## src/design/qpac_consts.vh

```
// Shared constants for the quad pipeline converter core control
`ifndef QPAC_CONSTS_VH
`define QPAC_CONSTS_VH
`define QPAC_CHANNELS 4
`define QPAC_WORD_BITS 8
`define QPAC_STAGES 6
`define QPAC_FLASH_BITS 3
`define QPAC_LATENCY 6
`define QPAC_CLK_MHZ 40
`define QPAC_DLL_LOCK_CYCLES 100
`define QPAC_REG_STATUS 4'h0
`define QPAC_REG_MASK 4'h1
`define QPAC_REG_CONTROL 4'h2
`define QPAC_REG_CONFIG 4'h3
`define QPAC_REG_REFMODE 4'h4
`define QPAC_REG_OVRCOUNT 4'h5
`define QPAC_REF_EXTERNAL 2'h0
`define QPAC_REF_INT_HALF 2'h1
`define QPAC_REF_PROGRAM 2'h2
`define QPAC_REF_INT_ONE 2'h3
`define QPAC_ST_OVR_BIT 0
`define QPAC_ST_LOCK_BIT 1
`define QPAC_ST_CFG_BIT 2
`endif

```

## src/design/qpac_sync2.v

```verilog
// Two-flop synchroniser for asynchronous level inputs
`timescale 1ns/1ps
`default_nettype none
module qpac_sync2 #(
	parameter WIDTH = 1
) (
	// Clock and reset
	input wire ref_clk,
	input wire reset_n,
	// Asynchronous input and synchronised output
	input wire [WIDTH-1:0] asyncIn,
	output wire [WIDTH-1:0] syncOut
);
	reg [WIDTH-1:0] meta_q;
	reg [WIDTH-1:0] stable_q;

	// First flop feeds only the second
	always @(posedge ref_clk or negedge reset_n)
	begin
		if (!reset_n)
		begin
			meta_q <= {WIDTH{1'b0}};
			stable_q <= {WIDTH{1'b0}};
		end
		else
		begin
			meta_q <= asyncIn;
			stable_q <= meta_q;
		end
	end

	assign syncOut = stable_q;
endmodule
`default_nettype wire

```

## src/design/qpac_channel.v

```verilog
// One converter channel: stage decisions, correction, range clamp
`timescale 1ns/1ps
`default_nettype none
`include "qpac_consts.vh"
module qpac_channel #(
	parameter STAGES = `QPAC_STAGES,
	parameter FLASH_BITS = `QPAC_FLASH_BITS
) (
	// Clock and reset
	input wire ref_clk,
	input wire reset_n,
	// Sample in: two-bit codes per stage, flash code
	input wire sampleValid,
	input wire [2*STAGES-1:0] stageCodes,
	input wire [FLASH_BITS-1:0] flashCode,
	input wire overHigh,
	input wire overLow,
	// Corrected word out
	output wire [STAGES+FLASH_BITS-2:0] wordOut,
	output wire overOut,
	output wire validOut
);
	localparam W = STAGES + FLASH_BITS - 1;

	// Stage k holds the codes of the sample it has reached
	reg [2*STAGES-1:0] codes_q [0:STAGES-2];
	reg [STAGES-1:0] vld_q;
	reg [STAGES-1:0] ovh_q;
	reg [STAGES-1:0] ovl_q;
	reg [FLASH_BITS-1:0] flash_q [0:STAGES-2];
	reg [W-1:0] word_q;
	reg over_q;
	reg valid_q;
	reg [W+1:0] sum;
	integer k;
	integer j;

	// Overlapping sum: each 1.5-bit code shifts one bit per stage
	// Codes are read at the depth of the valid bit, so a short sample
	// period cannot pair a word with a neighbouring sample's codes
	always @*
	begin
		sum = {{(W+2-FLASH_BITS){1'b0}}, flash_q[STAGES-2]};
		for (j = 0; j < STAGES; j = j + 1)
			sum = sum + ({{W{1'b0}}, codes_q[STAGES-2][2*j +: 2]}
				<< (STAGES - 1 - j + FLASH_BITS - 1));
	end

	// A new sample enters stage 0 each clock while older ones move on
	always @(posedge ref_clk or negedge reset_n)
	begin
		if (!reset_n)
		begin
			for (k = 0; k < STAGES - 1; k = k + 1)
			begin
				codes_q[k] <= {2*STAGES{1'b0}};
				flash_q[k] <= {FLASH_BITS{1'b0}};
			end
			vld_q <= {STAGES{1'b0}};
			ovh_q <= {STAGES{1'b0}};
			ovl_q <= {STAGES{1'b0}};
			word_q <= {W{1'b0}};
			over_q <= 1'b0;
			valid_q <= 1'b0;
		end
		else
		begin
			codes_q[0] <= stageCodes;
			flash_q[0] <= flashCode;
			for (k = 1; k < STAGES - 1; k = k + 1)
			begin
				codes_q[k] <= codes_q[k-1];
				flash_q[k] <= flash_q[k-1];
			end
			vld_q <= {vld_q[STAGES-2:0], sampleValid};
			ovh_q <= {ovh_q[STAGES-2:0], overHigh};
			ovl_q <= {ovl_q[STAGES-2:0], overLow};
			// Merge all decisions into one word, clamp out of range
			valid_q <= vld_q[STAGES-2];
			if (ovh_q[STAGES-2] || (sum[W+1:W] != 2'b00 && !ovl_q[STAGES-2]))
			begin
				word_q <= {W{1'b1}};
				over_q <= 1'b1;
			end
			else if (ovl_q[STAGES-2])
			begin
				word_q <= {W{1'b0}};
				over_q <= 1'b1;
			end
			else
			begin
				word_q <= sum[W-1:0];
				over_q <= 1'b0;
			end
		end
	end

	assign wordOut = word_q;
	assign overOut = over_q;
	assign validOut = valid_q;
endmodule
`default_nettype wire

```

## src/design/qpac_core.v

```verilog
// Top of the quad pipeline converter digital core control
// How it works
// Capture one sample per rising clock edge
// Six 1.5-bit stages then 3-bit flash
// Correction merges stage decisions into 8 bits
// One redundant overlap bit per early stage
// New sample each clock, one word out
// Power-down puts output drivers high-impedance
// Stabilizer keeps sampling edge, regenerates other (here only reported; no edge is regenerated)
// Stabilizer-enable low bypasses the stabilizer
// About 100 cycles to relock after rate change
// Shared-reference input high selects shared references
// Sense level decodes into four reference modes
// Format high twos complement, low offset binary
// Word appears six clocks after capture
// Format select defaults low when unconnected
// Stabilizer-enable high enables, low disables
// Overrange flags high and clamps word
// Twos complement inverts offset-binary MSB
// Format applied as each word leaves correction
//
// Decided for this implementation: the strobed register port and the address map.
`timescale 1ns/1ps
`default_nettype none
`include "qpac_consts.vh"
module qpac_core #(
	parameter CHANNELS = `QPAC_CHANNELS,
	parameter STAGES = `QPAC_STAGES,
	parameter FLASH_BITS = `QPAC_FLASH_BITS,
	parameter LOCK_CYCLES = `QPAC_DLL_LOCK_CYCLES,
	parameter RATE_TOL = 2
) (
	// Clock and reset
	input wire ref_clk,
	input wire reset_n,
	// Sample clock from the pin, sampled on ref_clk
	input wire sampleClkIn,
	// Per-channel decisions, held stable for the sample clock period
	input wire [CHANNELS*2*STAGES-1:0] stageCodesIn,
	input wire [CHANNELS*FLASH_BITS-1:0] flashCodesIn,
	input wire [CHANNELS-1:0] overHighIn,
	input wire [CHANNELS-1:0] overLowIn,
	// Straps
	input wire format_select_in,
	input wire stabilizer_enable_in,
	input wire power_down_in,
	input wire sharedRefIn,
	input wire [1:0] senseLevelIn,
	// Register port
	input wire [3:0] regAddr,
	input wire [31:0] regWdata,
	input wire regWrite,
	input wire regRead,
	output wire [31:0] regRdata,
	// Data outputs
	output wire [CHANNELS*(STAGES+FLASH_BITS-1)-1:0] dataOut,
	output wire [CHANNELS*(STAGES+FLASH_BITS-1)-1:0] dataOe,
	output wire [CHANNELS-1:0] overrangeOut,
	output wire [CHANNELS-1:0] overrangeOe,
	output wire wordValid,
	// Status outputs
	output wire clockLocked,
	output wire stabilizerActive,
	output wire sharedRefMode,
	output wire [1:0] refMode,
	output wire irq
);
	localparam W = STAGES + FLASH_BITS - 1;
	// Period counter saturates, so a stopped clock reads as a rate change
	localparam CW = 8;

	// Synchronised pin levels and channel outputs
	wire sClk;
	wire sFmt;
	wire sStab;
	wire sPd;
	wire sShared;
	wire [1:0] sSense;
	wire [CHANNELS-1:0] chValid;
	wire [CHANNELS*W-1:0] chWord;
	wire [CHANNELS-1:0] chOver;

	// Lock tracker, output and register state
	reg sClkPrev_q;
	reg [CW-1:0] periodCnt_q;
	reg [CW-1:0] lastPeriod_q;
	reg [7:0] lockCnt_q;
	reg locked_q;
	reg [CHANNELS*W-1:0] data_q;
	reg [CHANNELS-1:0] over_q;
	reg wvalid_q;
	reg [2:0] status_q;
	reg [2:0] mask_q;
	reg [1:0] control_q;
	reg [31:0] rdata_q;
	reg [15:0] ovrCount_q;
	reg cfgPrev_q;
	reg lockPrev_q;
	reg [31:0] rdata_d;
	// Strobes and decoded controls
	wire samplePulse;
	wire rateChange;
	wire anyOver;
	wire cfgWord;
	wire forcePd;
	wire forceTwos;
	integer i;

	// Reference-mode decode from sense comparator level
	function [1:0] qpac_ref_decode;
		input [1:0] lvl;
		begin
			case (lvl)
				2'b11: qpac_ref_decode = `QPAC_REF_EXTERNAL;
				2'b10: qpac_ref_decode = `QPAC_REF_INT_HALF;
				2'b01: qpac_ref_decode = `QPAC_REF_PROGRAM;
				default: qpac_ref_decode = `QPAC_REF_INT_ONE;
			endcase
		end
	endfunction

	// Pins are asynchronous, so each passes two flops
	qpac_sync2 #(
		.WIDTH(7)
	) u_sync (
		.ref_clk(ref_clk),
		.reset_n(reset_n),
		.asyncIn({sampleClkIn, format_select_in, stabilizer_enable_in,
			power_down_in, sharedRefIn, senseLevelIn}),
		.syncOut({sClk, sFmt, sStab, sPd, sShared, sSense})
	);

	// Rising edge only; falling edge starts nothing
	assign samplePulse = sClk && !sClkPrev_q;

	// Period tracking stands in for the lock loop; rate change drops lock
	assign rateChange = samplePulse && locked_q
		&& ((periodCnt_q > lastPeriod_q + RATE_TOL[CW-1:0])
		|| (periodCnt_q + RATE_TOL[CW-1:0] < lastPeriod_q));

	// Lock is only reported; words are never held back while unlocked
	always @(posedge ref_clk or negedge reset_n)
	begin
		if (!reset_n)
		begin
			sClkPrev_q <= 1'b0;
			periodCnt_q <= {CW{1'b0}};
			lastPeriod_q <= {CW{1'b0}};
			lockCnt_q <= 8'h00;
			locked_q <= 1'b0;
		end
		else
		begin
			sClkPrev_q <= sClk;
			if (samplePulse)
			begin
				periodCnt_q <= {{(CW-1){1'b0}}, 1'b1};
				lastPeriod_q <= periodCnt_q;
			end
			else if (periodCnt_q != {CW{1'b1}})
				periodCnt_q <= periodCnt_q + 1'b1;
			// Bypassed stabilizer needs no lock time
			if (!sStab)
			begin
				locked_q <= 1'b1;
				lockCnt_q <= 8'h00;
			end
			else if (rateChange || (!locked_q && lockCnt_q == 8'h00
				&& !sClkPrev_q && lastPeriod_q == {CW{1'b0}}))
			begin
				locked_q <= 1'b0;
				lockCnt_q <= 8'h00;
			end
			else if (!locked_q && samplePulse)
			begin
				// Count sample edges until relocked
				if (lockCnt_q == LOCK_CYCLES[7:0] - 8'h01)
					locked_q <= 1'b1;
				lockCnt_q <= lockCnt_q + 8'h01;
			end
		end
	end

	// Four channels built alike
	genvar g;
	generate
		for (g = 0; g < CHANNELS; g = g + 1)
		begin : g_ch
			qpac_channel #(
				.STAGES(STAGES),
				.FLASH_BITS(FLASH_BITS)
			) u_ch (
				.ref_clk(ref_clk),
				.reset_n(reset_n),
				.sampleValid(samplePulse),
				.stageCodes(stageCodesIn[g*2*STAGES +: 2*STAGES]),
				.flashCode(flashCodesIn[g*FLASH_BITS +: FLASH_BITS]),
				.overHigh(overHighIn[g]),
				.overLow(overLowIn[g]),
				.wordOut(chWord[g*W +: W]),
				.overOut(chOver[g]),
				.validOut(chValid[g])
			);
		end
	endgenerate

	// Software may force power-down or twos complement
	assign forcePd = control_q[0];
	assign forceTwos = control_q[1];
	// Pin low (pull-down default) means offset binary
	assign cfgWord = sFmt || forceTwos;

	// Format applied as the word leaves correction, MSB flip
	always @(posedge ref_clk or negedge reset_n)
	begin
		if (!reset_n)
		begin
			data_q <= {CHANNELS*W{1'b0}};
			over_q <= {CHANNELS{1'b0}};
			wvalid_q <= 1'b0;
		end
		else
		begin
			wvalid_q <= chValid[0]; // Six clocks after capture
			for (i = 0; i < CHANNELS; i = i + 1)
				if (chValid[i])
				begin
					data_q[i*W +: W] <= {chWord[i*W+W-1] ^ cfgWord,
						chWord[i*W +: W-1]};
					over_q[i] <= chOver[i];
				end
		end
	end

	// Drivers released during power-down
	assign dataOut = data_q;
	assign dataOe = {CHANNELS*W{!(sPd || forcePd)}};
	assign overrangeOut = over_q;
	assign overrangeOe = {CHANNELS{!(sPd || forcePd)}};
	assign wordValid = wvalid_q;

	// Stabilizer state is only reported; rising edge used, other edge not regenerated
	assign stabilizerActive = sStab;
	assign clockLocked = locked_q;
	assign sharedRefMode = sShared;
	assign refMode = qpac_ref_decode(sSense);

	// Events: overrange word, lock gained, format changed
	assign anyOver = wvalid_q && (|over_q);

	// Status set wins over read-clear; mask, control, counter
	always @(posedge ref_clk or negedge reset_n)
	begin
		if (!reset_n)
		begin
			status_q <= 3'h0;
			mask_q <= 3'h0;
			control_q <= 2'h0;
			ovrCount_q <= 16'h0000;
			cfgPrev_q <= 1'b0;
			lockPrev_q <= 1'b0;
			rdata_q <= 32'h0000_0000;
		end
		else
		begin
			cfgPrev_q <= cfgWord;
			lockPrev_q <= locked_q;
			rdata_q <= regRead ? rdata_d : 32'h0000_0000;
			if (regRead && regAddr == `QPAC_REG_STATUS)
				status_q <= 3'h0 | {cfgPrev_q != cfgWord,
					locked_q && !lockPrev_q, anyOver};
			else
				status_q <= status_q | {cfgPrev_q != cfgWord,
					locked_q && !lockPrev_q, anyOver};
			if (anyOver && ovrCount_q != 16'hffff)
				ovrCount_q <= ovrCount_q + 16'h0001;
			if (regWrite && regAddr == `QPAC_REG_MASK)
				mask_q <= regWdata[2:0];
			if (regWrite && regAddr == `QPAC_REG_CONTROL)
				control_q <= regWdata[1:0];
			if (regWrite && regAddr == `QPAC_REG_OVRCOUNT)
				ovrCount_q <= 16'h0000;
		end
	end

	// Read mux; unmapped addresses read zero
	always @*
	begin
		case (regAddr)
			`QPAC_REG_STATUS: rdata_d = {29'h0, status_q};
			`QPAC_REG_MASK: rdata_d = {29'h0, mask_q};
			`QPAC_REG_CONTROL: rdata_d = {30'h0, control_q};
			`QPAC_REG_CONFIG: rdata_d = {27'h0, sPd, sShared, sStab,
				locked_q, cfgWord};
			`QPAC_REG_REFMODE: rdata_d = {30'h0, refMode};
			`QPAC_REG_OVRCOUNT: rdata_d = {16'h0, ovrCount_q};
			default: rdata_d = 32'h0000_0000;
		endcase
	end

	// Read data zero outside the answer cycle, so a bus OR stays safe
	assign regRdata = rdata_q;
	assign irq = |(status_q & mask_q);
endmodule
`default_nettype wire

```

## config.mk

```make
export PLATFORM = sky130hd
export DESIGN_NAME = qpac_core
export DESIGN_NICKNAME = d
export VERILOG_FILES = /design/src/design/qpac_sync2.v /design/src/design/qpac_channel.v /design/src/design/qpac_core.v
export VERILOG_INCLUDE_DIRS = /design/src /design/src/design
export SDC_FILE = /design/constraint.sdc
export NUM_CORES = 1
export LEC_CHECK = 0
export BUFFER_PORTS_ARGS = -buffer_cell sky130_fd_sc_hd__buf_2
export CORE_MARGIN = 5
export CORE_UTILIZATION = 57
export CTS_CLUSTER_SIZE = 20
export DETAILED_ROUTE_END_ITERATION = 8
export MAX_ROUTING_LAYER = met4
export PLACE_DENSITY = 0.79
export REMOVE_ABC_BUFFERS = 1
export SLEW_MARGIN = 20
export SYNTH_ARGS = -nofsm -noshare
export SYNTH_HDL_FRONTEND = slang
export SYNTH_SLANG_ARGS = --single-unit
```

## constraint.sdc

```tcl
create_clock -name ref_clk -period 2.8 [get_ports ref_clk]
set_input_delay 0.56 -clock ref_clk [delete_from_list [all_inputs] [get_ports ref_clk]]
set_output_delay 0.56 -clock ref_clk [all_outputs]
set_load 0.03 [all_outputs]
```

==> out/metrics.csv <==
stage,metric,value,unit
status,outcome,"complete, no violations",
routing,vias,8752,
floorplan,coreArea,28900,um2
routing,via_per_inst,5.07,
sta,timing.hold.ws,0.00552,ns
critical_path,endpoint_kind,flop,
routing,route.detailed.drc,0,
synth,yosys_register_bits,501,
pwr,finalPower,0.0166,W
sta,tightest_slew,0.868,ns
floorplan,die_area,33000,um2
placement,post-dp-hpwl,18200,um
synth,yosys_warnings,0,
sta,skew,0.00770,ns
critical_path,start_kind,flop,
final_layout,final_cell_mix,"500 x dfrtp_1, 179 x buf_2, 58 x inv_1",
final_layout,layout_commonest_cell,dfrtp_1,
floorplan,fp.dieH,182,um
placement,dp.cells,1635,
sta,rsz0062_at_grt,false,
grt,overflow,0,
critical_path,crit_arrival,3.00,ns
synth,synthDistinctLibCells,63,
grt,first_global_vias,9266,
routing,antenna_left,0,
grt,grt_pass1_wl,46700,um
pwr,ir_drop,0.000563,V
final_layout,fin_util,0.678,
pwr,p_leak,9.14,nW
clock_network,clk_latency,0.54,ns
floorplan,die_x,182,um
grt,antenna_found_initial,5,
final_layout,area_growth,16.8,%
synth,netlist_instances,1105,
sta,maxSlewViolCount,0,
placement,numPortBuffers,180,
final_layout,finalNonFillerCells,1727,
routing,drt_wl_total,27600,um
pwr,power_density,847,nW/um2
final_layout,drive_gt1_frac,0.254,
placement,dp_slack,0.127,ns
critical_path,reg2reg_setup_slack,0.24,ns
synth,synth_enable_flop_cells,0,
critical_path,path_class,reg -> reg,
sta,hold_viol_final,0,
min_path,worstHoldPathType,in -> async,
clock_network,root_buffer,clkbuf_16,
floorplan,rows,62,
sta,final.period_utilization,0.914,
floorplan,io-pin-count,226,
floorplan,floorplan.initialDensity,0.581,
sta,setup_viol,0,
synth,yosysSeqAreaShare,0.746,
clock_network,h-tree-depth,2,
synth,synthFlopType,dfrtp_1,
placement,place.gp.congestion,0.873,
critical_path,worst_ep_required_time,3.24,ns
sta,slew_headroom,0.415,
routing,wl_per_cell,16.0,um
clock_network,cts.sink_count,501,
synth,avgSynthCellArea,15.2,um2
routing,drt_iter0_drc,533,
clock_network,cts_made_buffers,46,
synth,async_flop_share,1.00,
clock_network,clock_path_buffers,3,
grt,grt_max_degree,78,
run,cap_violations,0,
critical_path,crit_fanout,9,
clock_network,postCtsSetupBuffers,0,
clock_network,cts_tree,built,
synth,netlist_area,16800,um2
routing,first_pass_iters,5,
sta,layout_setup_ws,0.240,ns
sta,timing.fmax,391,MHz
final_layout,fin_nets,1463,
clock_network,clk_pin_slew_worst_paths,0.06,ns
grt,track_usage,0.177,
sta,fin_crit,2.56,ns
metal layers:
layer	GRT usage	up-vias	share of wire
met2	0.300	178	0.54
met4	0.0690	0	0.033
met3	0.0280	71	0.045
met1	0.215	4404	0.38
li1	-	4099	-
met5	-	-	0
power breakdown:
group	internal, W	leakage (nW)	switching (W)
sequential	0.00782	5.86	0.000408
clock	0.00372	0.783	0.00256
combinational	0.000766	2.50	0.00133
total	0.0123	9.14	0.00430
cell type report:
cell class | instances | area (um2)
diodes | 6 | 15.0
clock buffers | 65 | 1370
clock inverters | 21 | 213
fillers | 1935 | 9320
inverters | 58 | 218
multi-input cells | 491 | 3660
flip-flops and latches | 501 | 12500
well taps | 384 | 480
repair buffers | 201 | 1120
cell usage after synthesis (2+ instances only):
cell	count	area [um2]
o211ai_1	6	45.0
or3_1	2	12.5
nor4_4	2	42.5
ha_1	45	563
nand3_1	18	90.1
xor2_1	14	123
o32ai_1	4	35.0
buf_4	51	383
nand4_1	8	50.1
a21oi_1	21	105
clkbuf_1	13	48.8
xnor2_1	28	245
fa_1	4	80.1
inv_1	58	218
dfrtp_1	501	12500
o22ai_1	25	156
a311oi_1	3	26.3
buf_2	2	10.0
and2_1	3	18.8
mux2_2	43	484
nand3b_1	3	22.5
nor3b_1	5	37.5
nor2b_1	5	31.3
nor4_1	5	31.3
a22oi_1	5	37.5
and3_1	21	131
nand2_1	36	135
o21ai_0	22	110
or2_2	2	12.5
nor4b_1	9	78.8
a21o_1	5	37.5
mux2i_1	8	80.1
buf_1	4	15.0
nor3_1	14	70.1
nand2b_1	5	31.3
a211oi_1	12	90.1
nand4b_1	2	17.5
or4_1	7	52.6
a31oi_1	4	25.0
nor2_1	50	188
o21bai_1	8	60.1
critical path, stage by stage, from the launching register on:
cell	delay (ns)
dfrtp_1	0.45
inv_1	0.11
nor3_1	0.26
nand3_1	0.18
xnor2_1	0.18
ha_1	0.21
a211o_1	0.27
o211ai_1	0.13
nand4_1	0.15
o2bb2ai_2	0.23
a211oi_1	0.28
final timing paths:
check,from,to,cells after the start
worst max-delay path,lastPeriod_q[3],lockCnt_q[4],10
worst min-delay path,reset_n,g_ch[0].u_ch.codes_q[39],1
worst max register to register,lastPeriod_q[3],lockCnt_q[4],10
worst min register to register,g_ch[1].u_ch.codes_q[58],g_ch[1].u_ch.codes_q[46],0
max in group asynchronous,reset_n,dataOut[9],2
min in group ref_clk,flashCodesIn[11],g_ch[3].u_ch.flash_q[14],1
flip-flops by register name, indices dropped and copies added (netlist names), 2 cells and up:
name and flops:
g_ch.u_ch.wordOut 32, ovrCount_q 16, control_q 2, g_ch.u_ch.codes_q 240, u_sync.syncOut 7, overrangeOut 4
lastPeriod_q 8, u_sync.meta_q 7, status_q 3, g_ch.u_ch.ovh_q 20, g_ch.u_ch.flash_q 60, mask_q 3
g_ch.u_ch.ovl_q 20, periodCnt_q 8, g_ch.u_ch.overOut 4, dataOut 32, lockCnt_q 8, g_ch.u_ch.vld_q 5
regRdata 16
kinds of logic (layout without fill, tap and decap cells):
group                    count (synthesis)  in the layout  synth area share
XOR/XNOR                                42             42            0.0219
AND/OR/NAND/NOR                        204            204            0.0669
multiplexers                            52             52            0.0349
flip-flops                             501            501             0.746
adder cells (fa/ha/maj)                 49             49            0.0383
buffers and inverters                  128            345            0.0401
other                                    1             22          0.000223
AO/OA/AOI/OAI                          128            128            0.0516
timing repair:
| item | CTS | global route |
|---|---|---|
| hold buffers | 0 | 0 |
| gates resized for setup | 0 | 2 |
| setup endpoints to repair | 0 | 2 |
per-stage QoR:
| step | TNS, ns | area (um2) |
|---|---|---|
| after global routing | 0 | 19600 |
| after global placement | 0 | 18000 |
| after CTS | 0 | 19600 |
| final | 0 | 19600 |
| after detailed placement | 0 | 18000 |
| after floorplan | -405.31 | 16400 |
Power figures use the tool's default switching activity.
